**config.mk**
```make
export PLATFORM = sky130hd
export DESIGN_NAME = pac_core
export DESIGN_NICKNAME = d
export VERILOG_FILES = /design/src/pac_pkg.sv /design/src/pac_core.sv
export SDC_FILE = /design/constraint.sdc
export NUM_CORES = 1
export LEC_CHECK = 0
export BUFFER_PORTS_ARGS = -buffer_cell sky130_fd_sc_hd__buf_2
export CAP_MARGIN = 20
export CORE_UTILIZATION = 60
export CTS_CLUSTER_DIAMETER = 200
export DETAILED_ROUTE_END_ITERATION = 10
export GPL_TIMING_DRIVEN = 0
export MAX_ROUTING_LAYER = met4
export PLACE_DENSITY_LB_ADDON = 0.15
export SYNTH_ARGS = -nofsm -noshare
export SYNTH_HDL_FRONTEND = slang
export SYNTH_SLANG_ARGS = --single-unit
```
**constraint.sdc**
```tcl
create_clock -name i_clk -period 10.4 [get_ports i_clk]
set_input_delay 0.52 -clock i_clk [delete_from_list [all_inputs] [get_ports i_clk]]
set_output_delay 0.52 -clock i_clk [all_outputs]
set_load 0.02 [all_outputs]
```
**src/pac_pkg.sv**
```systemverilog
// constants for the voice port clock/sync generator and its config words
// assumes a 20 MHz system clock; offsets are byte addresses on a plain port
package pac_pkg;
  // register byte offsets
  localparam logic [7:0] OFF_DIV = 8'h00;
  localparam logic [7:0] OFF_PORT = 8'h04;
  localparam logic [7:0] OFF_TX = 8'h08;
  localparam logic [7:0] OFF_RX = 8'h0c;
  localparam logic [7:0] OFF_STAT = 8'h10;
  // reset values
  localparam logic [31:0] PORT_RST = 32'h0080_0000;
  localparam logic [31:0] DIV_RST = 32'h0808_0177;
  // port config bit positions
  localparam int B_SLAVE = 1;
  localparam int B_SHORT = 2;
  localparam int B_SIGN = 4;
  localparam int B_LSB = 5;
  localparam int B_REL = 6;
  localparam int B_RELEDGE = 7;
  localparam int B_HR = 11;
  localparam int B_LSYNC = 12;
  localparam int B_SMULT = 13;
  localparam int F_RATE = 21;
  localparam int F_FMT = 27;
  localparam int F_GAIN = 29;
  // divider config field positions
  localparam int F_LIM = 0;
  localparam int F_STEP = 16;
  localparam int F_SDIV = 24;
  // field encodings
  localparam logic [1:0] RATE256 = 2'b00;
  localparam logic [1:0] RATE128 = 2'b01;
  localparam logic [1:0] RATE512 = 2'b10;
  localparam logic [1:0] FMT13 = 2'b00;
  localparam logic [1:0] FMT16 = 2'b01;
  localparam logic [1:0] FMT8W = 2'b10;
  localparam logic [1:0] FMT8N = 2'b11;
  // timing: low-rate reference derived from the system clock
  localparam int CLK_HZ = 20_000_000;
  localparam int REF4_HZ = 4_000_000;
  localparam logic [2:0] REF4_DIV = 3'(CLK_HZ / REF4_HZ);
  // low-rate synthesis: f = step / 125 * 2 MHz
  localparam logic [12:0] DDS4_LIM = 13'd125;
  localparam logic [7:0] STEP128 = 8'd8;
  localparam logic [7:0] STEP256 = 8'd16;
  localparam logic [7:0] STEP512 = 8'd32;
  // frame lengths in bits for an 8 kHz frame, then sync and slot lengths in bits
  localparam logic [10:0] FLEN128 = 11'd16;
  localparam logic [10:0] FLEN256 = 11'd32;
  localparam logic [10:0] FLEN512 = 11'd64;
  localparam logic [10:0] SYNC_SHORT_LEN = 11'd8;
  localparam logic [10:0] SYNC_LONG_LEN = 11'd16;
  localparam logic [10:0] SLOT_NARROW = 11'd8;
  localparam logic [10:0] SLOT_WIDE = 11'd16;
endpackage

```
**src/pac_core.sv**
```systemverilog
// voice port master clock/sync synthesis, slot serialiser and config words
// assumes codec pins arrive asynchronously; one 20 MHz clock, async reset
`timescale 1ns/1ns

// transmit sample buffer with valid/ready on both sides
module pac_fifo #(
  parameter int W = 16,
  parameter int D = 16
) (
  // clock and reset
  input wire logic i_clk,
  input wire logic i_rst_n,
  // fill side
  input wire logic i_valid,
  output logic o_ready,
  input wire logic [W-1:0] i_data,
  // drain side
  output logic o_valid,
  input wire logic i_ready,
  output logic [W-1:0] o_data
);
  localparam int AW = (D > 1) ? $clog2(D) : 1;
  localparam int CW = $clog2(D + 1);
  generate
    if (D < 2 || W < 1)
    begin : g_bad
      $error("pac_fifo needs D >= 2 and W >= 1");
    end
  endgenerate
  logic [W-1:0] mem_q [D];
  logic [AW-1:0] wp_q, rp_q;
  logic [CW-1:0] cnt_q, cnt_d;
  wire push = i_valid && o_ready;
  wire pop = o_valid && i_ready;
  wire [AW-1:0] wp_n = (wp_q == AW'(D - 1)) ? '0 : wp_q + 1'b1;
  wire [AW-1:0] rp_n = (rp_q == AW'(D - 1)) ? '0 : rp_q + 1'b1;
  assign cnt_d = cnt_q + CW'(push) - CW'(pop);
  assign o_data = mem_q[rp_q];
  // flags kept as flops so that full and empty are clean levels
  always_ff @(posedge i_clk or negedge i_rst_n)
  begin
    if (!i_rst_n)
    begin
      wp_q <= '0;
      rp_q <= '0;
      cnt_q <= '0;
      o_ready <= 1'b1;
      o_valid <= 1'b0;
    end
    else
    begin
      if (push) wp_q <= wp_n;
      if (pop) rp_q <= rp_n;
      cnt_q <= cnt_d;
      o_ready <= cnt_d != CW'(D);
      o_valid <= cnt_d != '0;
    end
  end
  // storage has no reset; the flags guard it
  always_ff @(posedge i_clk)
  begin
    if (push) mem_q[wp_q] <= i_data;
  end
endmodule // pac_fifo

// Contract
// - master synthesises clock and sync from reference
// - low-rate source gives fixed rates, 8 kHz sync
// - high-rate source only when its enable set
// - high-rate long sync lasts 8 or 16 bits
// - high-rate clock equals step over limit scaled
// - high-rate sync divides clock by sync divider, or divider times 8
// - divider word holds limit, step, sync divider
// - port config resets to documented default word
// - bit 1 chooses master or slave clocking
// - bit 2 chooses long or short sync
// - bit 4 chooses low padding or sign fill
// - bit 5 chooses MSB or LSB first
// - bit 6 releases data pin after slot
// - bit 7 chooses falling or rising release edge
// - bits 22:21 pick 128, 256 or 512 kHz
// - bits 28:27 pick sample format and slot
module pac_core #(
  parameter int FIFO_DEPTH = 16
) (
  // clock and reset
  input wire logic i_clk,
  input wire logic i_rst_n,
  // register port
  input wire logic [7:0] i_addr,
  input wire logic [31:0] i_wdata,
  input wire logic i_wr,
  input wire logic i_rd,
  output logic [31:0] o_rdata,
  output logic o_tx_ready,
  // codec pins
  input wire logic i_pclk,
  output logic o_pclk,
  output logic o_pclk_oe,
  input wire logic i_psync,
  output logic o_psync,
  output logic o_psync_oe,
  input wire logic i_din,
  output logic o_dout,
  output logic o_dout_oe
);
  logic [31:0] div_q, port_q;
  logic [15:0] rx_q, rsr_q, tsr_q;
  logic rx_new_q;
  logic [2:0] pre_q, s1_q, s2_q;
  logic pclk_prev_q, sync_prev_q;
  logic [12:0] acc_q;
  logic [10:0] bcnt_q;
  logic fifo_valid;
  logic [15:0] fifo_data;
  // register decode
  wire wr_div = i_wr && (i_addr == pac_pkg::OFF_DIV);
  wire wr_port = i_wr && (i_addr == pac_pkg::OFF_PORT);
  wire wr_tx = i_wr && (i_addr == pac_pkg::OFF_TX);
  wire rd_rx = i_rd && (i_addr == pac_pkg::OFF_RX);
  wire [31:0] stat_w = {29'h0, fifo_valid, o_tx_ready, rx_new_q};
  wire [31:0] rd_w = (i_addr == pac_pkg::OFF_DIV) ? div_q :
    (i_addr == pac_pkg::OFF_PORT) ? port_q :
    (i_addr == pac_pkg::OFF_RX) ? {16'h0, rx_q} :
    (i_addr == pac_pkg::OFF_STAT) ? stat_w : 32'h0;
  // config fields
  wire slave = port_q[pac_pkg::B_SLAVE];
  wire shrt = port_q[pac_pkg::B_SHORT];
  wire sgn = port_q[pac_pkg::B_SIGN];
  wire lsb = port_q[pac_pkg::B_LSB];
  wire rel = port_q[pac_pkg::B_REL];
  wire reledge = port_q[pac_pkg::B_RELEDGE];
  wire hr = port_q[pac_pkg::B_HR];
  wire lsync = port_q[pac_pkg::B_LSYNC];
  wire smult = port_q[pac_pkg::B_SMULT];
  wire [1:0] rate = port_q[pac_pkg::F_RATE +: 2];
  wire [1:0] fmt = port_q[pac_pkg::F_FMT +: 2];
  wire [2:0] gain = port_q[pac_pkg::F_GAIN +: 3];
  wire [12:0] dlim = div_q[pac_pkg::F_LIM +: 13];
  wire [7:0] dstep = div_q[pac_pkg::F_STEP +: 8];
  wire [7:0] sdiv = div_q[pac_pkg::F_SDIV +: 8];
  // rate selection: fixed table at low rate, divider word at high rate
  wire [7:0] step4 = (rate == pac_pkg::RATE128) ? pac_pkg::STEP128 :
    (rate == pac_pkg::RATE512) ? pac_pkg::STEP512 : pac_pkg::STEP256;
  wire [10:0] flen4 = (rate == pac_pkg::RATE128) ? pac_pkg::FLEN128 :
    (rate == pac_pkg::RATE512) ? pac_pkg::FLEN512 : pac_pkg::FLEN256;
  wire [12:0] lim = hr ? dlim : pac_pkg::DDS4_LIM;
  wire [7:0] step = hr ? dstep : step4;
  wire [10:0] flen = !hr ? flen4 :
    smult ? {3'h0, sdiv} : {sdiv, 3'h0};
  wire [10:0] flen_m1 = flen - 11'd1;
  wire [10:0] slen = (hr && lsync) ? pac_pkg::SYNC_LONG_LEN :
    pac_pkg::SYNC_SHORT_LEN;
  wire [10:0] slot = (fmt == pac_pkg::FMT8N) ? pac_pkg::SLOT_NARROW :
    pac_pkg::SLOT_WIDE;
  wire [10:0] slot_m1 = slot - 11'd1;
  // reference tick: every cycle stands in for the fast source
  wire tick = hr || (pre_q == pac_pkg::REF4_DIV - 3'd1);
  wire [13:0] sum = {1'b0, acc_q} + {6'h0, step};
  wire wrap = sum >= {1'b0, lim};
  wire [13:0] sum_w = wrap ? sum - {1'b0, lim} : sum;
  wire m_step = !slave && tick && wrap;
  // edges: own clock in master, synchronised pin in slave
  wire s_clk = s2_q[0];
  wire rise = slave ? (s_clk && !pclk_prev_q) : (m_step && !o_pclk);
  wire fall = slave ? (!s_clk && pclk_prev_q) : (m_step && o_pclk);
  wire sync_now = slave ? s2_q[1] : o_psync;
  wire fstart = fall && (shrt ? (sync_prev_q && !sync_now) :
    (!sync_prev_q && sync_now));
  wire [10:0] bcnt_n = (bcnt_q >= flen_m1) ? 11'd0 : bcnt_q + 11'd1;
  wire load = rise && (bcnt_n == 11'd0);
  // slot word build, sample taken at frame start
  wire [15:0] s = fifo_valid ? fifo_data : 16'h0;
  wire [15:0] w13 = sgn ? {{3{s[12]}}, s[12:0]} : {s[12:0], gain};
  wire [15:0] w8w = sgn ? {{8{s[7]}}, s[7:0]} : {s[7:0], 8'h00};
  wire [15:0] w8n = lsb ? {8'h00, s[7:0]} : {s[7:0], 8'h00};
  wire [15:0] slot_w = (fmt == pac_pkg::FMT13) ? w13 :
    (fmt == pac_pkg::FMT16) ? s :
    (fmt == pac_pkg::FMT8W) ? w8w : w8n;
  wire [15:0] rsr_n = lsb ? {s2_q[2], rsr_q[15:1]} :
    {rsr_q[14:0], s2_q[2]};
  wire rx_done = fall && (bcnt_q == slot_m1);

  pac_fifo #(
    .W(16),
    .D(FIFO_DEPTH)
  ) u_fifo (
    .i_clk(i_clk),
    .i_rst_n(i_rst_n),
    .i_valid(wr_tx),
    .o_ready(o_tx_ready),
    .i_data(i_wdata[15:0]),
    .o_valid(fifo_valid),
    .i_ready(load),
    .o_data(fifo_data)
  );

  // config words and read data
  always_ff @(posedge i_clk or negedge i_rst_n)
  begin
    if (!i_rst_n)
    begin
      div_q <= pac_pkg::DIV_RST;
      port_q <= pac_pkg::PORT_RST;
      o_rdata <= 32'h0;
    end
    else
    begin
      if (wr_div) div_q <= i_wdata;
      if (wr_port) port_q <= i_wdata;
      o_rdata <= i_rd ? rd_w : 32'h0;
    end
  end
  // received word; a new capture beats the read that clears the flag
  always_ff @(posedge i_clk or negedge i_rst_n)
  begin
    if (!i_rst_n)
    begin
      rx_q <= 16'h0;
      rsr_q <= 16'h0;
      rx_new_q <= 1'b0;
    end
    else
    begin
      if (fall && bcnt_q < slot) rsr_q <= rsr_n;
      if (rx_done) rx_q <= rsr_n;
      if (rx_done) rx_new_q <= 1'b1;
      else if (rd_rx) rx_new_q <= 1'b0;
    end
  end
  // pin synchronisers: only the second stage is read by logic
  always_ff @(posedge i_clk or negedge i_rst_n)
  begin
    if (!i_rst_n)
    begin
      s1_q <= 3'h0;
      s2_q <= 3'h0;
      pclk_prev_q <= 1'b0;
    end
    else
    begin
      s1_q <= {i_din, i_psync, i_pclk};
      s2_q <= s1_q;
      pclk_prev_q <= s_clk;
    end
  end
  // reference prescaler and phase accumulator
  always_ff @(posedge i_clk or negedge i_rst_n)
  begin
    if (!i_rst_n)
    begin
      pre_q <= 3'h0;
      acc_q <= 13'h0;
      o_pclk <= 1'b0;
    end
    else
    begin
      pre_q <= (tick || hr) ? 3'h0 : pre_q + 3'd1;
      if (!slave && tick) acc_q <= sum_w[12:0];
      if (m_step) o_pclk <= !o_pclk;
    end
  end
  // pin direction follows the clocking role
  always_ff @(posedge i_clk or negedge i_rst_n)
  begin
    if (!i_rst_n)
    begin
      o_pclk_oe <= 1'b0;
      o_psync_oe <= 1'b0;
    end
    else
    begin
      o_pclk_oe <= !slave;
      o_psync_oe <= !slave;
    end
  end
  // bit counter; slave realigns on the sync edge seen at a falling edge,
  // so the first slave frame may be misplaced
  always_ff @(posedge i_clk or negedge i_rst_n)
  begin
    if (!i_rst_n)
    begin
      bcnt_q <= 11'h0;
      sync_prev_q <= 1'b0;
      o_psync <= 1'b0;
    end
    else
    begin
      if (rise) bcnt_q <= bcnt_n;
      else if (fstart) bcnt_q <= 11'h0;
      if (fall) sync_prev_q <= sync_now;
      if (rise) o_psync <= shrt ? (bcnt_n == flen_m1) : (bcnt_n < slen);
    end
  end
  // serialiser: data changes on the rising clock edge
  always_ff @(posedge i_clk or negedge i_rst_n)
  begin
    if (!i_rst_n)
    begin
      tsr_q <= 16'h0;
      o_dout <= 1'b0;
    end
    else if (load)
    begin
      tsr_q <= lsb ? slot_w >> 1 : slot_w << 1;
      o_dout <= lsb ? slot_w[0] : slot_w[15];
    end
    else if (rise)
    begin
      tsr_q <= lsb ? tsr_q >> 1 : tsr_q << 1;
      o_dout <= lsb ? tsr_q[0] : tsr_q[15];
    end
  end
  // only the first slot is active; after it the pin is released only when rel is set
  always_ff @(posedge i_clk or negedge i_rst_n)
  begin
    if (!i_rst_n)
      o_dout_oe <= 1'b1;
    else if (!rel || load)
      o_dout_oe <= 1'b1;
    else if (!reledge && fall && bcnt_q == slot_m1)
      o_dout_oe <= 1'b0;
    else if (reledge && rise && bcnt_n == slot)
      o_dout_oe <= 1'b0;
  end
endmodule // pac_core

```
Word-level counts from Yosys, hierarchy flattened

Memory sizes are Yosys's and may differ from the RTL's.
Cells that the tools add are included.

Register bits after elaboration: 200
Latch bits: 0
Memory bits (writable): 256
ROM bits: 0
Output and inout port bits: 39
Word-level logic and storage cells: 147
Memories: 1

Memories:

| name         | depth | width | read ports | clocked after Yosys merged registers in | write ports | line           | RTL |
|---|---|---|---|---|---|---|---|
| u_fifo.mem_q | 16    | 16    | 1          | 0                                       | 1           | pac_core.sv:30 | `logic [W-1:0] mem_q [D];` |

Add/sub/neg operators: 10
$mul: 0
Div/mod/pow operators: 0
$lt $le $gt $ge: 4
Equality and inequality tests: 16
Shift-type cells: 0
Mux-type cells: 50
Bitwise operators: 0
Reduce and logical (&&, ||, !) cells: 42

Operators with widths:

| kind                                                                  | count |
|---|---|
| 16-bit two-way mux                                                    | 11 |
| 32-bit two-way mux                                                    | 3 |
| 11-bit two-way mux                                                    | 5 |
| 15-bit two-way mux                                                    | 2 |
| 13-bit two-way mux                                                    | 2 |
| 1-bit logical AND                                                     | 23 |
| 11-bit equality test                                                  | 2 |
| 11-bit by 5-bit less-than comparator with 1-bit output                | 2 |
| 8-bit by 4-bit equality test with 1-bit output, second input constant | 2 |
| 1-bit two-way mux                                                     | 16 |
| 13-bit by 8-bit adder with 14-bit output                              | 1 |
| 14-bit by 13-bit >= comparator with 1-bit output                      | 1 |
| 7-bit two-way mux                                                     | 2 |
| 13-bit subtractor                                                     | 1 |
| 6-bit two-way mux                                                     | 2 |
| 11-bit by 1-bit adder with 11-bit output, second input constant       | 1 |
| 11-bit by 5-bit equality test with 1-bit output                       | 1 |
| 11-bit >= comparator                                                  | 1 |
| 11-bit logical NOT                                                    | 1 |
| 11-bit by 1-bit subtractor with 11-bit output, second input constant  | 1 |
| 5-bit two-way mux                                                     | 2 |
| 4-bit by 1-bit adder with 4-bit output, second input constant         | 2 |
| 4-bit equality test, second input constant                            | 2 |
| 8-bit by 3-bit equality test with 1-bit output, second input constant | 1 |
| 19 further kinds                                                      | 35 |

Depth between registers and ports, before layout

Gate-level depths: netlist of the first run.

Word-level depth: 14
Depth in mapped cells: 29
Mapped depth without buffers: 26

Hierarchy

A second synthesis of the first run with hierarchy kept.

Cells, all modules: 1,582
Area total of the unflattened synthesis: 21,525.6 µm²

Modules (own cells, without submodules):

| module   | times used | cells an instance | area an instance (µm²) | sequential area each (µm²) |
|---|---|---|---|---|
| pac_core | 1          | 1,066             | 10,844.2               | 4,643.2 |
| pac_fifo | 1          | 516               | 10,681.5               | 8,064.0 |

Least setup slack after synthesis of the first run

No wires, ideal clock.

Path kind: register to register
From: register port_q[11]
To: register u_fifo.o_valid
Library setup time: 0.131 ns
Arrival: 6.180 ns
Required time: 10.269 ns
Setup slack: 4.089 ns
Cell stages (with the launch flop): 30
Period minus slack after synthesis: 6.311 ns
Path through: dfrtp_1 -> buf_2 -> clkbuf_1 -> clkbuf_1 -> and2_1 -> ha_1 -> fa_1 -> a21o_1 -> a21oi_1 -> o21bai_1 -> a2111oi_0 -> nor2_1 -> and3_1 -> xor2_1 -> ha_1 -> a21o_1 -> a21oi_1 -> a31oi_1 -> a22oi_1 -> o31ai_1 -> and3_1 -> clkbuf_1 -> ha_1 -> inv_1 -> ha_1 -> fa_1 -> a21o_1 -> a21oi_1 -> xnor2_1 -> nand2b_1

Word-level cells in the longest chain between the ends: 10
Elaborated cells between the ends (all ways): 18
Classes of those cells: add/sub (3); order compare (2); mux (5); reduce/logical (8)

RTL lines:

| element                                          | line            | RTL |
|---|---|---|
| start, declared                                  | pac_core.sv:107 | `logic [31:0] div_q, port_q;` |
| start signal, assigned                           | pac_core.sv:204 | `port_q <= pac_pkg::PORT_RST;` |
| start signal, assigned                           | pac_core.sv:210 | `if (wr_port) port_q <= i_wdata;` |
| 8-bit two-way mux                                | pac_core.sv:148 | `wire [7:0] step = hr ? dstep : step4;` |
| 13-bit by 8-bit adder with 14-bit output         | pac_core.sv:159 | `wire [13:0] sum = {1'b0, acc_q} + {6'h0, step};` |
| 14-bit by 13-bit >= comparator with 1-bit output | pac_core.sv:160 | `wire wrap = sum >= {1'b0, lim};` |
| 1-bit logical AND                                | pac_core.sv:162 | `wire m_step = !slave && tick && wrap;` |
| 1-bit logical AND                                | pac_core.sv:165 | `wire rise = slave ? (s_clk && !pclk_prev_q) : (m_step && !o_pclk);` |
| 1-bit two-way mux                                | pac_core.sv:165 |  |
| 1-bit logical AND *                              | pac_core.sv:171 | `wire load = rise && (bcnt_n == 11'd0);` |
| 1-bit logical AND *                              | pac_core.sv:34  | `wire pop = o_valid && i_ready;` |
| named net u_fifo.pop                             | pac_core.sv:34  |  |
| 5-bit by 1-bit subtractor with 5-bit output *    | pac_core.sv:37  | `assign cnt_d = cnt_q + CW'(push) - CW'(pop);` |
| named net u_fifo.cnt_d[4]                        | pac_core.sv:32  | `logic [CW-1:0] cnt_q, cnt_d;` |
| 5-bit nonzero test *                             | pac_core.sv:56  | `o_valid <= cnt_d != '0;` |
| end signal, assigned                             | pac_core.sv:48  | `o_valid <= 1'b0;` |
| end signal, assigned                             | pac_core.sv:56  |  |
| end, declared                                    | pac_core.sv:18  | `output logic o_valid,` |

The timed path passes the listed nets; every way through them passes the cells marked *.
A chain may end at the register's enable or synchronous reset.

Final worst setup path of the first run

Ends and elaborated chain as after synthesis.

==> impl_metrics.json, run 1 <==
{
  "drc_errors": 0,
  "grt_pass1_vias": 13590,
  "port_buffers": 85,
  "syn_inst": 1528,
  "initial_core_util_pct": 60.99,
  "rsz0062_at_grt": "false",
  "tns_ns": 0,
  "crit_fanout": 10,
  "skew_ns": 0.02132,
  "finalCritPeriodShare_pct": 76.42,
  "async_flop_share_pct": 43.86,
  "min_from": "i_pclk",
  "post_cts_resize_count": 0,
  "end_kind": "register",
  "nets": 1790,
  "clk_pin_slew_ns": 0.06,
  "area_delta_synth_final_pct": 14.18,
  "syn_area_sq_mm": 0.02107,
  "layout_setup_ws_ns": 2.452,
  "firstDrtPassIters": 5,
  "worst_slew_pin_slew_ns": 1.080,
  "final_cell_mix": "edfxtp_1 (256), dfrtp_1 (188), nand2_1 (111), buf_2 (100), mux2_2 (85)",
  "path_common_cell": "ha_1",
  "synthAdderAreaFrac_pct": 3.374,
  "cts_inserted_buffers": 47,
  "grt.overflow.total": 0,
  "ir_drop_uv": 232.2,
  "max_slew_margin_pct": 27.98,
  "hpwl_mm": 36.53,
  "ys_warn_count": 0,
  "final_common_cell": "edfxtp_1",
  "yosys-top-cells-area": "edfxtp_1 (36%), dfrtp_1 (22%), mux4_2 (8.1%), mux2_2 (4.5%), ha_1 (3.1%)",
  "power_mw": 5.294,
  "place.gp.congestion": 0.9154,
  "drive_gt1_share_pct": 23.36,
  "htree_levels": 2,
  "io_pins": 86,
  "routedWlPerCell_um": 23.93,
  "dieArea_sq_mm": 0.03586,
  "fill_cells": 2429,
  "vias": 13670,
  "grt_use_met1_pct": 39.61,
  "syn_nets": 1630,
  "crit_path_start_kind": "register",
  "grt_pass1_wl_mm": 79.44,
  "synth_ff_type": "edfxtp_1",
  "reg2reg_setup_slack_ns": 2.45,
  "grt_max_degree": 116,
  "dieHeight_um": 189.4,
  "reg2regPathDepth": 27,
  "syn_avg_cell_area_sq_um": 13.79,
  "fin_util_pct": 69.63,
  "critPathKind": "reg2reg",
  "p_per_area_mw_per_mm2": 220.1,
  "hold_viol_final": 0,
  "slew_violations": 0,
  "ys_seq_area_share_pct": 60.32,
  "hold_end": "s1_q[0]",
  "post-cts-setup-buffer-count": 0,
  "synth_xor_xnor_area_share_pct": 2.150,
  "drv_cap": 0,
  "synth_compound_area_share_pct": 9.533,
  "drt_iter0_drc": 1196,
  "status": "complete, no violations",
  "synth.distinct_cells": 74,
  "fmax_ghz": 0.1258,
  "grt_util_met3_pct": 4.115,
  "multi_input_area_sq_mm": 0.007886,
  "core_sq_mm": 0.03454,
  "antenna_found_initial": 1,
  "ant_nets": 0,
  "via_per_inst": 6.281,
  "wirelength_mm": 52.10,
  "yosys_register_bits": 456,
  "slowest_stage": "a2111oi_0",
  "crit_required_ns": 10.86,
  "fp.dieW_um": 189.4,
  "tritoncts": "done",
  "hold_class": "in2reg",
  "dp_worst_setup_slack_ns": 2.616,
  "setup_violations": 0,
  "yosys.area_share.simple_pct": 7.917,
  "synth_area_leader_cell": "edfxtp_1",
  "insertion_delay_ns": 0.60,
  "ctsLongestPathBuffers": 3,
  "arrival_ns": 8.40,
  "synth-edff-count": 256,
  "cts_num_sinks": 456,
  "cts_root_buf": "clkbuf_16",
  "track_usage_pct": 30.89,
  "power_leakage_nw": 9.369,
  "top_usage_layer": "met2",
  "rows": 68,
  "yosysTopAreaCellShare_pct": 36.49,
  "cts_hold_buf": 1,
  "reg2reg_from": "port_q[11]",
  "synthMuxAreaShare_pct": 14.19,
  "met2_usage_pct": 49.82,
  "synth_top_family_by_area": "multiplexers",
  "slowest_delay_ns": 0.80,
  "holdPathStages": 1,
  "fin_crit_ns": 7.948,
  "seq_area_sq_mm": 0.01271,
  "r2r_end": "u_fifo.o_valid"
}
[flip-flops by register name, summed over array words and instances, names as in the netlist, 3 cells and up]
register / count
o_rdata: 32
rsr_q: 16
s1_q: 3
pre_q: 3
u_fifo.cnt_q: 5
u_fifo.mem_q: 256
div_q: 32
s2_q: 3
port_q: 32
acc_q: 13
u_fifo.rp_q: 4
bcnt_q: 11
tsr_q: 16
rx_q: 16
u_fifo.wp_q: 4
[where the power goes]
part | switching [mW] | leakage, nW | total, mW | internal, mW
logic | 0.791 | 3.73 | 1.40 | 0.614
clock network | 0.712 | 0.759 | 1.74 | 1.02
registers | 0.106 | 4.88 | 2.15 | 2.05
[how the worst max path moves through the flow]
stage	start	endpoint	slack, ns	depth (start not counted)
final	port_q[11]	u_fifo.o_valid	2.45	27
after global routing	port_q[11]	u_fifo.o_valid	2.00	29
after CTS	port_q[11]	u_fifo.o_valid	2.57	27
after detailed placement	port_q[11]	u_fifo.o_valid	2.62	27
after global placement	port_q[11]	u_fifo.o_valid	2.76	27
after floorplan	port_q[11]	u_fifo.o_valid	4.09	29
[layer usage]
metal  routed length [um]  share of wire (%)  vias to the layer above
li1                     -                  -                     6109
met1                21100                 41                     6887
met2                25460                 49                      545
met3                 3325                6.4                      132
met4                 2212                4.2                        0
met5                    0                  0                        -
[synthesized netlist by cell type (5+ instances only)]
cell,instances
a221o_1,5
nand2_1,111
a21oi_1,74
nor2b_1,43
xnor2_1,35
o21ai_0,58
edfxtp_1,256
and3_1,9
mux2_2,85
a211oi_1,6
and2_1,18
dfstp_2,12
o22ai_1,7
o21ai_1,15
o22a_1,5
mux2i_1,25
a21o_1,20
nor2_1,78
o211ai_1,8
nor4_1,9
mux4_2,76
o221ai_1,7
buf_2,16
xor2_1,13
clkbuf_1,47
a31oi_1,14
dfrtp_1,188
nand3_1,24
a22oi_1,39
nand2b_1,5
nor3_1,22
inv_1,38
nand4_1,6
o21a_1,6
o31ai_1,5
ha_1,52
buf_1,13
[kinds of logic after synthesis]
| family | count (synthesis) |
|---|---|
| DFF | 456 |
| and+or+nand+nor | 345 |
| AOI/OAI and AO/OA | 307 |
| muxes | 191 |
| buffers and inverters | 124 |
| adders and majority gates | 55 |
| xor gates and xnor gates | 50 |
[worst max-delay path, delay by kind of cell, from the launching register on]
family,cells,cell delay [ns]
compound gates,9,2.64
simple gates,6,1.44
buf+inv,5,1.18
fa+ha+maj,6,1.91
flops,1,0.44
xor+xnor,1,0.17
[metrics by stage]
stage	std cells	hold WS, ns	area (sq um)
6_report	2177	0.03663	24050
5_1_grt	2176	0.03306	24050
4_1_cts	2173	0.01642	23980
3_5_place_dp	2090	0.3358	22390
3_3_place_gp	2068	0.3326	22060
2_1_floorplan	1528	0.2244	21070
[final cells by class]
cell class,instances,area share [%]
Tap cell,455,2.367
Multi-Input combinational cell,948,32.79
Sequential cell,456,52.83
Inverter,40,0.6242
Buffer,84,1.581
Timing Repair Buffer,111,3.246
Antenna cell,1,0.01040
Clock buffer,65,5.384
Clock inverter,17,1.170
Power figures use the tool's default switching activity.
==> run 2, diff against run 1 <==
--- a/config.mk
+++ b/config.mk
@@ -7,7 +7,7 @@
 export LEC_CHECK = 0
 export BUFFER_PORTS_ARGS = -buffer_cell sky130_fd_sc_hd__buf_2
 export CAP_MARGIN = 20
-export CORE_UTILIZATION = 60
+export CORE_UTILIZATION = 56
 export CTS_CLUSTER_DIAMETER = 200
 export DETAILED_ROUTE_END_ITERATION = 10
 export GPL_TIMING_DRIVEN = 0
==> constraint.sdc (replaced) <==
create_clock -name i_clk -period 6.52 [get_ports i_clk]
set_input_delay 0.326 -clock i_clk [delete_from_list [all_inputs] [get_ports i_clk]]
set_output_delay 0.326 -clock i_clk [all_outputs]
set_load 0.02 [all_outputs]
==> impl_metrics.json, run 2 (synthesized netlist as in run 1, its figures left out) <==
{
  "reg2regPathDepth": 27,
  "antenna_cells": 0,
  "fmax_ghz": 0.1603,
  "final_common_cell": "edfxtp_1",
  "firstDrtPassIters": 6,
  "drt_iter0_drc": 946,
  "core_sq_mm": 0.03679,
  "insertion_delay_ns": 0.61,
  "endpoint": "u_fifo.o_ready",
  "max_slew_margin_pct": 20.81,
  "fill_cells": 2664,
  "cp-startpoint": "port_q[11]",
  "seq_area_sq_mm": 0.01271,
  "arrival_ns": 6.73,
  "final_cell_mix": "edfxtp_1 (256), dfrtp_1 (188), nand2_1 (111), buf_2 (101), mux2_2 (85)",
  "dieHeight_um": 196.0,
  "p_int_mw": 5.836,
  "p_per_area_mw_per_mm2": 347.8,
  "ir_drop_uv": 265.5,
  "grt_max_degree": 105,
  "setup_violations": 0,
  "drv_cap": 0,
  "switchingPower_mw": 2.602,
  "worst_slew_pin_slew_ns": 1.188,
  "swShare_pct": 30.84,
  "hold_viol_final": 0,
  "track_usage_pct": 28.83,
  "reg2reg_from": "port_q[11]",
  "dp_cells": 2099,
  "initial_core_util_pct": 57.27,
  "cpLargestDelayFamily": "compound AO/OA/AOI/OAI gates",
  "critPathKind": "reg2reg",
  "rows": 70,
  "port_buffers": 85,
  "fin_crit_ns": 6.237,
  "tritoncts": "done",
  "drc_errors": 0,
  "io_pins": 86,
  "crit_path_start_kind": "register",
  "vias": 13520,
  "hpwl_mm": 36.25,
  "largest_register_ffs": 256,
  "place.gp.congestion": 0.9066,
  "grt_pass1_wl_mm": 79.83,
  "hold_class": "in2reg",
  "slew_violations": 0,
  "cp.depth": 27,
  "r2r_end": "u_fifo.o_ready",
  "cts_inserted_buffers": 47,
  "multi_input_area_sq_mm": 0.007965,
  "layout_setup_ws_ns": 0.2834,
  "slowest_stage": "a2111oi_4",
  "slowest_delay_ns": 0.46,
  "status": "complete, no violations",
  "tns_ns": 0,
  "power_leakage_nw": 9.430,
  "ant_nets": 0,
  "clk_pin_slew_ns": 0.06,
  "routedWlPerCell_um": 23.52,
  "power_mw": 8.438,
  "wirelength_mm": 51.94,
  "crit_fanout": 19,
  "top_register": "u_fifo.mem_q",
  "fin_cells": 2208,
  "antenna_found_initial": 1,
  "cts_root_buf": "clkbuf_16",
  "finalCritPeriodShare_pct": 95.65,
  "dp_worst_setup_slack_ns": -1.259,
  "skew_ns": 0.02231,
  "cts_num_sinks": 456,
  "grt.overflow.total": 0,
  "grt_pass1_vias": 13540,
  "ctsLongestPathBuffers": 3,
  "dieArea_sq_mm": 0.03840,
  "p_seq_share_pct": 40.7,
  "p_clk_share_pct": 31.9,
  "p_comb_share_pct": 27.4,
  "path_buf_inv": 3,
  "nets": 1804,
  "reg2reg_setup_slack_ns": 0.28,
  "area_delta_synth_final_pct": 15.17,
  "fp.dieW_um": 196.0,
  "drive_gt1_share_pct": 23.74,
  "htree_levels": 2,
  "crit_required_ns": 7.02,
  "end_kind": "register",
  "via_per_inst": 6.121
}
run 2: final cells by class:
| class | count | share of cell area (%) |
|---|---|---|
| Multi-Input combinational cell | 948 | 32.83 |
| Tap cell | 468 | 2.413 |
| Sequential cell | 456 | 52.37 |
| Clock buffer | 71 | 5.508 |
| Buffer | 82 | 1.573 |
| Clock inverter | 16 | 0.9180 |
| Timing Repair Buffer | 127 | 3.765 |
| Inverter | 40 | 0.6188 |
run 2: layer usage:
layer | vias to the layer above | global-route usage [%] | routed length [um]
li1 | 6142 | - | -
met1 | 6874 | 37.69 | 21940
met2 | 405 | 45.95 | 25380
met3 | 94 | 4.813 | 2911
met4 | 0 | 10.30 | 1704
met5 | - | - | 0
run 2: how the worst min path moves through the flow:
stage | endpoint | cells past startpoint | startpoint | slack (ns)
5_1_grt | div_q[27] | 2 | i_wdata[27] | 0.01
4_1_cts | div_q[27] | 2 | i_wdata[27] | 0.004
3_3_place_gp | s2_q[1] | 0 | s1_q[1] | 0.33
6_report | div_q[27] | 2 | i_wdata[27] | 0.03
2_1_floorplan | acc_q[0] | 0 | i_rst_n | 0.03
3_5_place_dp | s2_q[0] | 0 | s1_q[0] | 0.34
run 2: power by group through the flow:
stage | logic, mW | clock network, mW | registers, mW
final | 2.31 | 2.69 | 3.44
after global routing | 2.54 | 2.84 | 3.46
after CTS | 2.28 | 2.73 | 3.43
after detailed placement | 2.24 | 0 | 3.49
after global placement | 2.19 | 0 | 3.48
after floorplan | 1.66 | 0 | 3.44
run 2: repair_timing:
item                                    CTS  global route
resized for setup                        14             7
endpoints found under the setup margin   69            21
hold buffers                             19             0
setup buffers                             1             2
endpoints found under the hold margin   121             0
pin swaps                                 2             3
run 2: worst register-to-register path, cell delays in order, from the launching register on:
cell and delay (ns):
dfrtp_1 0.44, buf_6 0.21, buf_2 0.20, and2_1 0.15
ha_1 0.21, fa_1 0.40, a21o_1 0.20, a21oi_2 0.17
o21bai_1 0.15, a2111oi_4 0.46, nor2_2 0.11, and3_1 0.23
xor2_2 0.23, ha_4 0.26, a21o_1 0.18, a21oi_2 0.19
a31oi_1 0.13, a22oi_2 0.27, o31ai_4 0.12, and3_4 0.24
ha_1 0.29, inv_1 0.04, ha_1 0.20, fa_1 0.41
a21o_1 0.18, a21oi_1 0.17, xnor2_1 0.17, nand2_1 0.15
run 2: stage by stage:
stage / hold WS, ns / area, sq um / utilization, %
2_1_floorplan: 0.03041 / 21070 / -
3_3_place_gp: 0.3323 / 22080 / 60.02
3_5_place_dp: 0.3396 / 22370 / 60.81
4_1_cts: 0.004287 / 24180 / 65.72
5_1_grt: 0.01213 / 24260 / 65.96
6_report: 0.02839 / 24260 / 65.96
